==> config.mk <==
export PLATFORM = sky130hd
export DESIGN_NAME = pfcr_top
export DESIGN_NICKNAME = d
export VERILOG_FILES = /design/src/pfcr_pkg.sv /design/src/pfcr_top.sv
export VERILOG_INCLUDE_DIRS = /design/src
export SDC_FILE = /design/constraint.sdc
export NUM_CORES = 1
export LEC_CHECK = 0
export ABC_AREA = 1
export BUFFER_PORTS_ARGS = -buffer_cell sky130_fd_sc_hd__buf_2
export CAP_MARGIN = 25
export CORE_MARGIN = 10
export CORE_UTILIZATION = 39
export DETAILED_ROUTE_END_ITERATION = 6
export GPL_TIMING_DRIVEN = 0
export SLEW_MARGIN = 5
export SYNTH_ARGS = -nofsm -noshare
export SYNTH_HDL_FRONTEND = slang
export SYNTH_SLANG_ARGS = --single-unit
==> constraint.sdc <==
create_clock -name sys_clk -period 2.95 [get_ports sys_clk]
set_clock_uncertainty 0.05 [all_clocks]
set_input_delay 0.59 -clock sys_clk [delete_from_list [all_inputs] [get_ports sys_clk]]
set_output_delay 0.59 -clock sys_clk [all_outputs]
set_load 0.02 [all_outputs]
==> src/pfcr_regs.svh <==
// Constants of the parallel flash configuration reader: clocks, delays,
// flash commands and strap codes.
// Assumes a 50 MHz system clock; included by bare name.
`ifndef PFCR_REGS_SVH
`define PFCR_REGS_SVH

// ----------------------------------------------------------------
// Clocks
// ----------------------------------------------------------------
`define PFCR_SYS_HZ          50000000
`define PFCR_CFG_MAX_HZ      40000000
// Half period of the configuration clock, rounded up so it never exceeds the cap
`define PFCR_CFG_HALF_CYC    ((`PFCR_SYS_HZ + 2 * `PFCR_CFG_MAX_HZ - 1) / (2 * `PFCR_CFG_MAX_HZ))

// ----------------------------------------------------------------
// Power-on delays, least times, rounded up past the bound
// ----------------------------------------------------------------
`define PFCR_POR_FAST_MIN_US 3000
`define PFCR_POR_STD_MIN_US  50000
`define PFCR_POR_FAST_CYC    (`PFCR_POR_FAST_MIN_US * (`PFCR_SYS_HZ / 1000000) + 1)
`define PFCR_POR_STD_CYC     (`PFCR_POR_STD_MIN_US * (`PFCR_SYS_HZ / 1000000) + 1)
`define PFCR_INIT_CYC        3185

// ----------------------------------------------------------------
// Asynchronous write timing and read-configuration commands
// ----------------------------------------------------------------
`define PFCR_WR_PHASE_CYC    4
`define PFCR_CMD_CFG_SETUP   16'h0060
`define PFCR_CMD_CFG_CONFIRM 16'h0003

// ----------------------------------------------------------------
// Scheme select straps giving the fast power-on delay
// ----------------------------------------------------------------
`define PFCR_SCHEME_SELECT_PINS_FAST_A     4'h5
`define PFCR_SCHEME_SELECT_PINS_FAST_B     4'h6

`endif

==> src/pfcr_pkg.sv <==
// Types of the parallel flash configuration reader.
// Assumes nothing of its surroundings.
package pfcr_pkg;

    // ----------------------------------------------------------------
    // Sequencer states
    // ----------------------------------------------------------------
    typedef enum logic [9:0] {
        pfcr_st_por   = 10'h001,
        pfcr_st_frst  = 10'h002,
        pfcr_st_wrset = 10'h004,
        pfcr_st_wrcnf = 10'h008,
        pfcr_st_baddr = 10'h010,
        pfcr_st_bdata = 10'h020,
        pfcr_st_drain = 10'h040,
        pfcr_st_dwait = 10'h080,
        pfcr_st_init  = 10'h100,
        pfcr_st_user  = 10'h200
    } pfcr_state_t;

endpackage : pfcr_pkg

==> src/pfcr_top.sv <==
// Parallel flash configuration reader: power-on delay, flash set-up and
// synchronous burst fetch of the bitstream into a word FIFO.
// Assumes a 50 MHz sys_clk, a synchronous reset and pin-level pads outside.
//
// What this block does
// - Fetch configuration words by continuous synchronous burst read on the config clock.
// - Config clock comes from internal clock and never exceeds 40 MHz.
// - Drive a 24-bit word address onto flash lines one to twenty-four.
// - One shared 16-bit bidirectional data bus carries reads and writes.
// - Drive flash clock and active-low reset, chip, output, address and write enables.
// - Flash ready/busy output is ignored entirely.
// - Flash starts in asynchronous reads; writes are asynchronous; sync reads after setup.
// - Address-valid low loads an address; write-enable low writes a word.
// - Up to 256 Mbit addressed directly; larger parts need external high lines.
// - Power-on delay chosen by mode pins; fast is over 3 ms, under 9 ms.
// - Standard power-on delay is over 50 ms and under 200 ms.
// - In power-on reset: logic held, status and done low, user I/O tri-stated.
// - After power-on reset user I/O stays tri-stated with weak pull-ups on.
// - After power-on reset release status, enter configuration, start reading flash.
// - After done goes high run 3185 init cycles, then enter user mode.
`timescale 1ns/1ps
`include "pfcr_regs.svh"

// ----------------------------------------------------------------
// Word FIFO
// ----------------------------------------------------------------
module pfcr_fifo #(
    parameter int W = 16,
    parameter int D = 4
) (
    // Clock and reset
    input  wire logic                   clk,
    input  wire logic                   rst,
    // Fill side
    input  wire logic [W-1:0]           in_data,
    input  wire logic                   in_valid,
    output logic                        in_ready,
    // Drain side
    output logic [W-1:0]                out_data,
    output logic                        out_valid,
    input  wire logic                   out_ready,
    // Fill level
    output logic [$clog2(D+1)-1:0]      level
);
    localparam int AW = (D > 1) ? $clog2(D) : 1;
    localparam int CW = $clog2(D + 1);

    logic [W-1:0]  mem_ff [D];
    logic [AW-1:0] wp_ff;
    logic [AW-1:0] rp_ff;
    logic [CW-1:0] cnt_ff;

    wire push = in_valid && in_ready;
    wire pop  = out_valid && out_ready;
    wire [AW-1:0] wp_inc = (wp_ff == AW'(D - 1)) ? '0 : wp_ff + 1'b1;
    wire [AW-1:0] rp_inc = (rp_ff == AW'(D - 1)) ? '0 : rp_ff + 1'b1;

    assign in_ready  = (cnt_ff != CW'(D));
    assign out_valid = (cnt_ff != '0);
    assign out_data  = mem_ff[rp_ff];
    assign level     = cnt_ff;

    always_ff @(posedge clk) begin
        if (push) begin
            mem_ff[wp_ff] <= in_data;
        end
    end

    always_ff @(posedge clk) begin
        if (rst) begin
            wp_ff  <= '0;
            rp_ff  <= '0;
            cnt_ff <= '0;
        end else begin
            wp_ff  <= push ? wp_inc : wp_ff;
            rp_ff  <= pop ? rp_inc : rp_ff;
            cnt_ff <= cnt_ff + CW'(push) - CW'(pop);
        end
    end
endmodule : pfcr_fifo

// ----------------------------------------------------------------
// Configuration reader
// ----------------------------------------------------------------
module pfcr_top #(
    parameter int          ADDR_W          = 24,
    parameter int          DATA_W          = 16,
    parameter int          FIFO_DEPTH      = 4,
    parameter int unsigned POR_FAST_CYC    = `PFCR_POR_FAST_CYC,
    parameter int unsigned POR_STD_CYC     = `PFCR_POR_STD_CYC,
    parameter int unsigned INIT_CYC        = `PFCR_INIT_CYC,
    parameter int unsigned BITSTREAM_WORDS = 1024,
    parameter logic [23:0] START_ADDR      = 24'h000000,
    parameter logic [23:0] RCR_ADDR        = 24'h000000
) (
    // Clock and reset
    input  wire logic              sys_clk,
    input  wire logic              rst,
    // Mode straps
    input  wire logic [3:0]        scheme_select_pins,
    // Open-drain status and done pins
    output logic                   config_status_n_o,
    output logic                   config_status_n_oe,
    input  wire logic              config_complete_i,
    output logic                   config_complete_o,
    output logic                   config_complete_oe,
    // User I/O control
    output logic                   user_io_oe,
    output logic                   weak_pullup_en,
    output logic                   user_mode,
    // Flash controls
    output logic                   config_clk_out,
    output logic                   flash_hard_reset_n,
    output logic                   flash_chip_en_n,
    output logic                   flash_out_en_n,
    output logic                   flash_addr_valid_n,
    output logic                   flash_write_en_n,
    output logic [ADDR_W-1:0]      flash_word_addr,
    // Flash data and wait
    input  wire logic [DATA_W-1:0] flash_data_i,
    output logic [DATA_W-1:0]      flash_data_o,
    output logic                   flash_data_oe,
    input  wire logic              flash_wait,
    // Configuration word stream
    output logic [DATA_W-1:0]      cfg_word_data,
    output logic                   cfg_word_valid,
    input  wire logic              cfg_word_ready
);
    localparam int          SW   = DATA_W + 6;
    localparam int          CW   = $clog2(FIFO_DEPTH + 1);
    localparam int unsigned HALF = `PFCR_CFG_HALF_CYC;
    localparam int unsigned WP   = `PFCR_WR_PHASE_CYC;

    pfcr_pkg::pfcr_state_t st_ff;
    pfcr_pkg::pfcr_state_t nxt_st;

    logic [SW-1:0]     s1_ff;
    logic [SW-1:0]     s2_ff;
    logic [31:0]       cnt_ff;
    logic [7:0]        hc_ff;
    logic              clk_ff;
    logic              rd1_ff;
    logic              rd2_ff;
    logic              rd3_ff;
    logic [ADDR_W-1:0] addr_ff;
    logic [31:0]       words_ff;
    logic              fifo_rdy;
    logic [CW-1:0]     fifo_lvl;

    // ----------------------------------------------------------------
    // Pin synchronisers
    // ----------------------------------------------------------------
    // Ready/busy pin of the flash has no input here
    wire [SW-1:0] pin_raw = {scheme_select_pins, config_complete_i, flash_wait, flash_data_i};

    always_ff @(posedge sys_clk) begin
        if (rst) begin
            s1_ff <= '0;
            s2_ff <= '0;
        end else begin
            s1_ff <= pin_raw;
            s2_ff <= s1_ff;
        end
    end

    wire [3:0]        scheme_select_pins_s = s2_ff[SW-1 -: 4];
    wire              done_s = s2_ff[DATA_W + 1];
    wire              wait_s = s2_ff[DATA_W];
    wire [DATA_W-1:0] data_s = s2_ff[DATA_W-1:0];

    // ----------------------------------------------------------------
    // State decode
    // ----------------------------------------------------------------
    wire in_por   = (st_ff == pfcr_pkg::pfcr_st_por);
    wire in_wrset = (st_ff == pfcr_pkg::pfcr_st_wrset);
    wire in_wrcnf = (st_ff == pfcr_pkg::pfcr_st_wrcnf);
    wire in_baddr = (st_ff == pfcr_pkg::pfcr_st_baddr);
    wire in_bdata = (st_ff == pfcr_pkg::pfcr_st_bdata);
    wire in_dwait = (st_ff == pfcr_pkg::pfcr_st_dwait);
    wire in_init  = (st_ff == pfcr_pkg::pfcr_st_init);
    wire in_user  = (st_ff == pfcr_pkg::pfcr_st_user);
    wire in_wr    = in_wrset || in_wrcnf;

    // ----------------------------------------------------------------
    // Timers
    // ----------------------------------------------------------------
    wire por_fast = (scheme_select_pins_s == `PFCR_SCHEME_SELECT_PINS_FAST_A) || (scheme_select_pins_s == `PFCR_SCHEME_SELECT_PINS_FAST_B);
    wire [31:0] por_lim = por_fast ? POR_FAST_CYC : POR_STD_CYC;
    wire por_end  = (cnt_ff >= por_lim - 32'd1);
    wire ph_end   = (cnt_ff == 2 * WP - 1);
    wire init_end = (cnt_ff == INIT_CYC - 32'd1);
    wire we_act   = in_wr && (cnt_ff >= 32'd1) && (cnt_ff <= WP);

    // ----------------------------------------------------------------
    // Configuration clock and burst capture
    // ----------------------------------------------------------------
    wire clk_run  = in_baddr || in_bdata;
    wire half_end = (hc_ff == 8'(HALF - 1));
    wire [CW:0] pend = (CW + 1)'(rd1_ff) + (CW + 1)'(rd2_ff) + (CW + 1)'(rd3_ff);
    // Hold the clock low while the FIFO could not take every word in flight
    wire room = fifo_rdy && (({1'b0, fifo_lvl} + pend) < (CW + 1)'(FIFO_DEPTH));
    wire rise = clk_run && half_end && !clk_ff && room;
    wire fall = half_end && clk_ff;
    // Pad sampled one cycle after the rise, then synchronised; taken only when wait is low
    wire cap = rd3_ff && in_bdata && !flash_out_en_n && !wait_s;
    wire last_cap = cap && (words_ff == BITSTREAM_WORDS - 32'd1);

    always_ff @(posedge sys_clk) begin
        if (rst || (!clk_run && !clk_ff) || (half_end && (clk_ff || rise))) begin
            hc_ff <= '0;
        end else if (!half_end) begin
            hc_ff <= hc_ff + 8'd1;
        end
    end

    always_ff @(posedge sys_clk) begin
        if (rst) begin
            clk_ff <= 1'b0;
            rd1_ff <= 1'b0;
            rd2_ff <= 1'b0;
            rd3_ff <= 1'b0;
        end else begin
            clk_ff <= rise ? 1'b1 : (fall ? 1'b0 : clk_ff);
            rd1_ff <= rise && in_bdata;
            rd2_ff <= rd1_ff;
            rd3_ff <= rd2_ff;
        end
    end

    always_ff @(posedge sys_clk) begin
        if (rst || in_baddr) begin
            addr_ff  <= START_ADDR;
            words_ff <= '0;
        end else if (cap) begin
            addr_ff  <= addr_ff + 1'b1;
            words_ff <= words_ff + 32'd1;
        end
    end

    pfcr_fifo #(
        .W (DATA_W),
        .D (FIFO_DEPTH)
    ) u_fifo (
        .clk       (sys_clk),
        .rst       (rst),
        .in_data   (data_s),
        .in_valid  (cap),
        .in_ready  (fifo_rdy),
        .out_data  (cfg_word_data),
        .out_valid (cfg_word_valid),
        .out_ready (cfg_word_ready),
        .level     (fifo_lvl)
    );

    // ----------------------------------------------------------------
    // Sequencer
    // ----------------------------------------------------------------
    always_comb begin
        nxt_st = st_ff;
        case (st_ff)
            pfcr_pkg::pfcr_st_por:   if (por_end) nxt_st = pfcr_pkg::pfcr_st_frst;
            pfcr_pkg::pfcr_st_frst:  if (ph_end) nxt_st = pfcr_pkg::pfcr_st_wrset;
            pfcr_pkg::pfcr_st_wrset: if (ph_end) nxt_st = pfcr_pkg::pfcr_st_wrcnf;
            pfcr_pkg::pfcr_st_wrcnf: if (ph_end) nxt_st = pfcr_pkg::pfcr_st_baddr;
            pfcr_pkg::pfcr_st_baddr: if (fall) nxt_st = pfcr_pkg::pfcr_st_bdata;
            pfcr_pkg::pfcr_st_bdata: if (last_cap) nxt_st = pfcr_pkg::pfcr_st_drain;
            pfcr_pkg::pfcr_st_drain: if (fifo_lvl == '0) nxt_st = pfcr_pkg::pfcr_st_dwait;
            pfcr_pkg::pfcr_st_dwait: if (done_s) nxt_st = pfcr_pkg::pfcr_st_init;
            pfcr_pkg::pfcr_st_init:  if (init_end) nxt_st = pfcr_pkg::pfcr_st_user;
            pfcr_pkg::pfcr_st_user:  nxt_st = pfcr_pkg::pfcr_st_user;
            default:                 nxt_st = pfcr_pkg::pfcr_st_por;
        endcase
    end

    always_ff @(posedge sys_clk) begin
        if (rst) begin
            st_ff  <= pfcr_pkg::pfcr_st_por;
            cnt_ff <= '0;
        end else begin
            st_ff  <= nxt_st;
            cnt_ff <= (nxt_st != st_ff) ? 32'd0 : cnt_ff + 32'd1;
        end
    end

    // ----------------------------------------------------------------
    // Flash pins
    // ----------------------------------------------------------------
    assign config_clk_out     = clk_ff;
    assign flash_hard_reset_n = !in_por;
    assign flash_chip_en_n    = !(in_wr || clk_run);
    assign flash_addr_valid_n = !(we_act || in_baddr);
    assign flash_write_en_n   = !we_act;
    assign flash_out_en_n     = !in_bdata;
    // Only 24 word-address lines; larger parts take their upper lines externally
    assign flash_word_addr    = in_wr ? RCR_ADDR : addr_ff;
    assign flash_data_oe      = in_wr;
    assign flash_data_o       = in_wrset ? `PFCR_CMD_CFG_SETUP : `PFCR_CMD_CFG_CONFIRM;

    // ----------------------------------------------------------------
    // Status, done and user I/O
    // ----------------------------------------------------------------
    assign config_status_n_o  = 1'b0;
    assign config_status_n_oe = in_por;
    assign config_complete_o  = 1'b0;
    assign config_complete_oe = !(in_dwait || in_init || in_user);
    assign user_io_oe         = in_user;
    assign weak_pullup_en     = !in_por && !in_user;
    assign user_mode          = in_user;

endmodule : pfcr_top

==> metrics.txt <==
Rows 61; worst hold stages 3; startpoint types register; Max FO, Critical Path 5; largest net degree at the start of global routing 15; Hold-fix buffers, CTS 0; Final Util 47.2%; first-pass detailed-route iteration total 5; initial antenna violation count 0; final antenna-violating net count 0; Worst R2R Path Depth 20; Syn Std Cell Area 11000 sq um; Initial DRC Count 448; TritonCTS buffer count 26; post-synthesis simple-gate area fraction 28.1%; Root Driver clkbuf_16; hold_sp flash_data_i[10]; critical path type register to output port; most common cell after layout, fill and taps aside nor2_1; number of synthesized register bits 227; most frequent cells in the layout 247 x nor2_1, 215 x inv_1, 207 x nand2_1, 157 x dfxtp_1, 81 x buf_2; die outline width 188 microns; Hold EP s1_ff[10]$_SDFF_PP0_; measured slew at the worst slew-check pin 0.623 ns; dpl cells 1899; Post-Syn Instances 1424; antenna fix cells 0; Ports 96; Max VDD drop 0.388 mV; final setup TNS 0 ns; die height 188 microns; Max Cap Viol 0; FF-to-FF End cnt_ff[8]$_SDFF_PP0_; CORE AREA 27900 sq um; WP data arrival 2.22 ns; I/O Buffers 80; Setup violations, final 0; largest buffer count on any clock path 3; Max-slew headroom 58.5%; Worst Setup End Kind output port; Hold Path Class input pin to register; nets 1604; required time of the critical path 2.31 ns; H-Tree Depth 1; Seq/Total Area, Yosys 47.0%; vias in the first global route 8866; number of enable flip-flop cells after synthesis 64; Clock transition at path regs 0.06 ns; Vias per Instance 4.77; status finished, final reports clean; worst r2r src s2_ff[20]$_SDFF_PP0_; Wirelength per Cell 13.8 microns; area growth from synthesis to layout 19.4%; Pwr Total 0.00787 W; combinational family with the most area after synthesis simple AND/OR/NAND/NOR gates; register area 5190 sq um; All-Layer GR Usage 14.5%; first-pass GRT wire length 43.4 mm; die area 35400 sq um; total routed wirelength 26.9 mm; CTS tree yes; Non-Filler Instances 1955; DRC 0; Static Leak 5.29 nW; post-synthesis mux area share 0%; Compound-Gate Fraction of Synth Area 8.05%; post-synthesis adder-cell area fraction 2.63%; share of cells above drive strength 1 15.3%; Top FF cell, synth dfxtp_1; Vias 9332; YS warnings 0; Detailed Place HPWL 19.8 mm; GPL Wtd Cong 0.908; Max Freq 350 MHz; area of the multi-input gates 4860 sq um; Distinct cells, synth 50; CTS sink cnt 227; Power Density 598 nW/um^2; Final Critical Period 2.86 ns; fillers 2774; Final Cycle Share 97.0%; Final Hold Fails 0; Post-Synth XOR/XNOR Area 3.81%; Clk Latency, worst-skew pair 0.53 ns; total gr overflow 0; starting density of the core 39.6%; average size of a mapped cell 7.74 sq um; Slew Limit Fails 0; Reg2Reg Setup Slack 0.27 ns; Async S/R FF share, synth 0%
==> sequential cells by signal (all words and copies together), names as in the netlist, named ones only <==
name            flops
u_fifo.mem_ff      64
cnt_ff             32
words_ff           32
addr_ff            24
s1_ff              22
s2_ff              22
st_ff              10
hc_ff               8
u_fifo.level        3
u_fifo.rp_ff        2
u_fifo.wp_ff        2
config_clk_out      1
rd1_ff              1
rd2_ff              1
rd3_ff              1
==> synth_stat cells, types with 6 or more instances <==
library cell  count  area share, %
nor2_1          256            8.7
inv_1           223            7.6
nand2_1         210            7.2
dfxtp_1         163             30
edfxtp_1         64             17
a21oi_1          60            2.7
nand3_1          60            2.7
o21ai_0          57            2.6
nor3_1           52            2.4
xor2_1           45            3.6
nand4_1          44            2.5
clkbuf_1         25           0.85
ha_1             20            2.3
buf_4            19            1.3
nor4_1           18            1.0
o22ai_1          17           0.97
nor2_2           16           0.91
nor2_4           11            1.1
o211ai_1          6           0.41
==> critical path, cell delays in order, from the launching register on <==
cell     delay [ns]
dfxtp_4        0.36
inv_2          0.07
nand2_1        0.06
nor2_2         0.15
inv_2          0.08
nor2_4         0.13
nand3_2        0.10
or3_4          0.36
a31oi_4        0.22
buf_6          0.14
==> kinds of logic after synthesis <==
kind of cell,after synthesis
xor gates and xnor gates,48
other,1
and+or+nand+nor,689
buffers and inverters,278
DFF,227
AOI/OAI and AO/OA,159
adders and majority gates,22
==> per-layer routing <==
| layer | track usage (%) | routed length, microns | vias to the layer above |
|---|---|---|---|
| li1 | - | - | 4854 |
| met1 | 18.8 | 12700 | 4245 |
| met2 | 24.1 | 12300 | 192 |
| met3 | 2.78 | 1380 | 41 |
| met4 | 3.94 | 520 | 0 |
| met5 | 0 | 0 | - |
==> timing repair <==
item / CTS / global route
endpoints found under the hold margin: 0 / 0
resized for setup: 13 / 35
buffers inserted: 1 / 7
setup endpoints to repair: 35 / 58
pin swaps: 0 / 8
==> metrics by stage <==
stage / setup slack (ns) / hold slack, ns / area, sq um
after detailed placement: -0.0572 / 0.342 / 12000
after CTS: 0.0102 / 0.191 / 13000
after global routing: -0.0273 / 0.205 / 13200
after global placement: -0.310 / 0.341 / 11900
after floorplan: 0.428 / 0.338 / 11100
final: 0.0899 / 0.205 / 13200
==> power by group <==
part	total, W	leakage (nW)	switching (W)	internal, W
logic	0.00106	2.92	0.000732	0.000326
clock network	0.00348	0.452	0.00130	0.00218
registers	0.00334	1.92	0.0000708	0.00327
total	0.00787	5.29	0.00210	0.00577
==> cell type report <==
type	count	area share (%)
Inverter	230	6.67
Buffer	48	2.13
Sequential cell	227	39.5
Clock inverter	15	1.66
Timing Repair Buffer	92	4.00
Multi-Input combinational cell	932	36.9
Clock buffer	33	5.52
Tap cell	378	3.59
==> worst max-delay path by stage <==
stage / from / to / cells after the start
2_1_floorplan: u_fifo.level[1]$_SDFF_PP0_ / u_fifo.level[2]$_SDFF_PP0_ / 12
3_3_place_gp: st_ff[8]$_SDFF_PP0_ / u_fifo.mem_ff[3][6]$_DFFE_PP_ / 8
3_5_place_dp: s2_ff[20]$_SDFF_PP0_ / cnt_ff[12]$_SDFF_PP0_ / 20
4_1_cts: cnt_ff[14]$_SDFF_PP0_ / flash_addr_valid_n / 9
5_1_grt: cnt_ff[13]$_SDFF_PP0_ / flash_addr_valid_n / 9
6_report: cnt_ff[13]$_SDFF_PP0_ / flash_addr_valid_n / 9
Note: power is estimated with default switching activity, not from simulation.
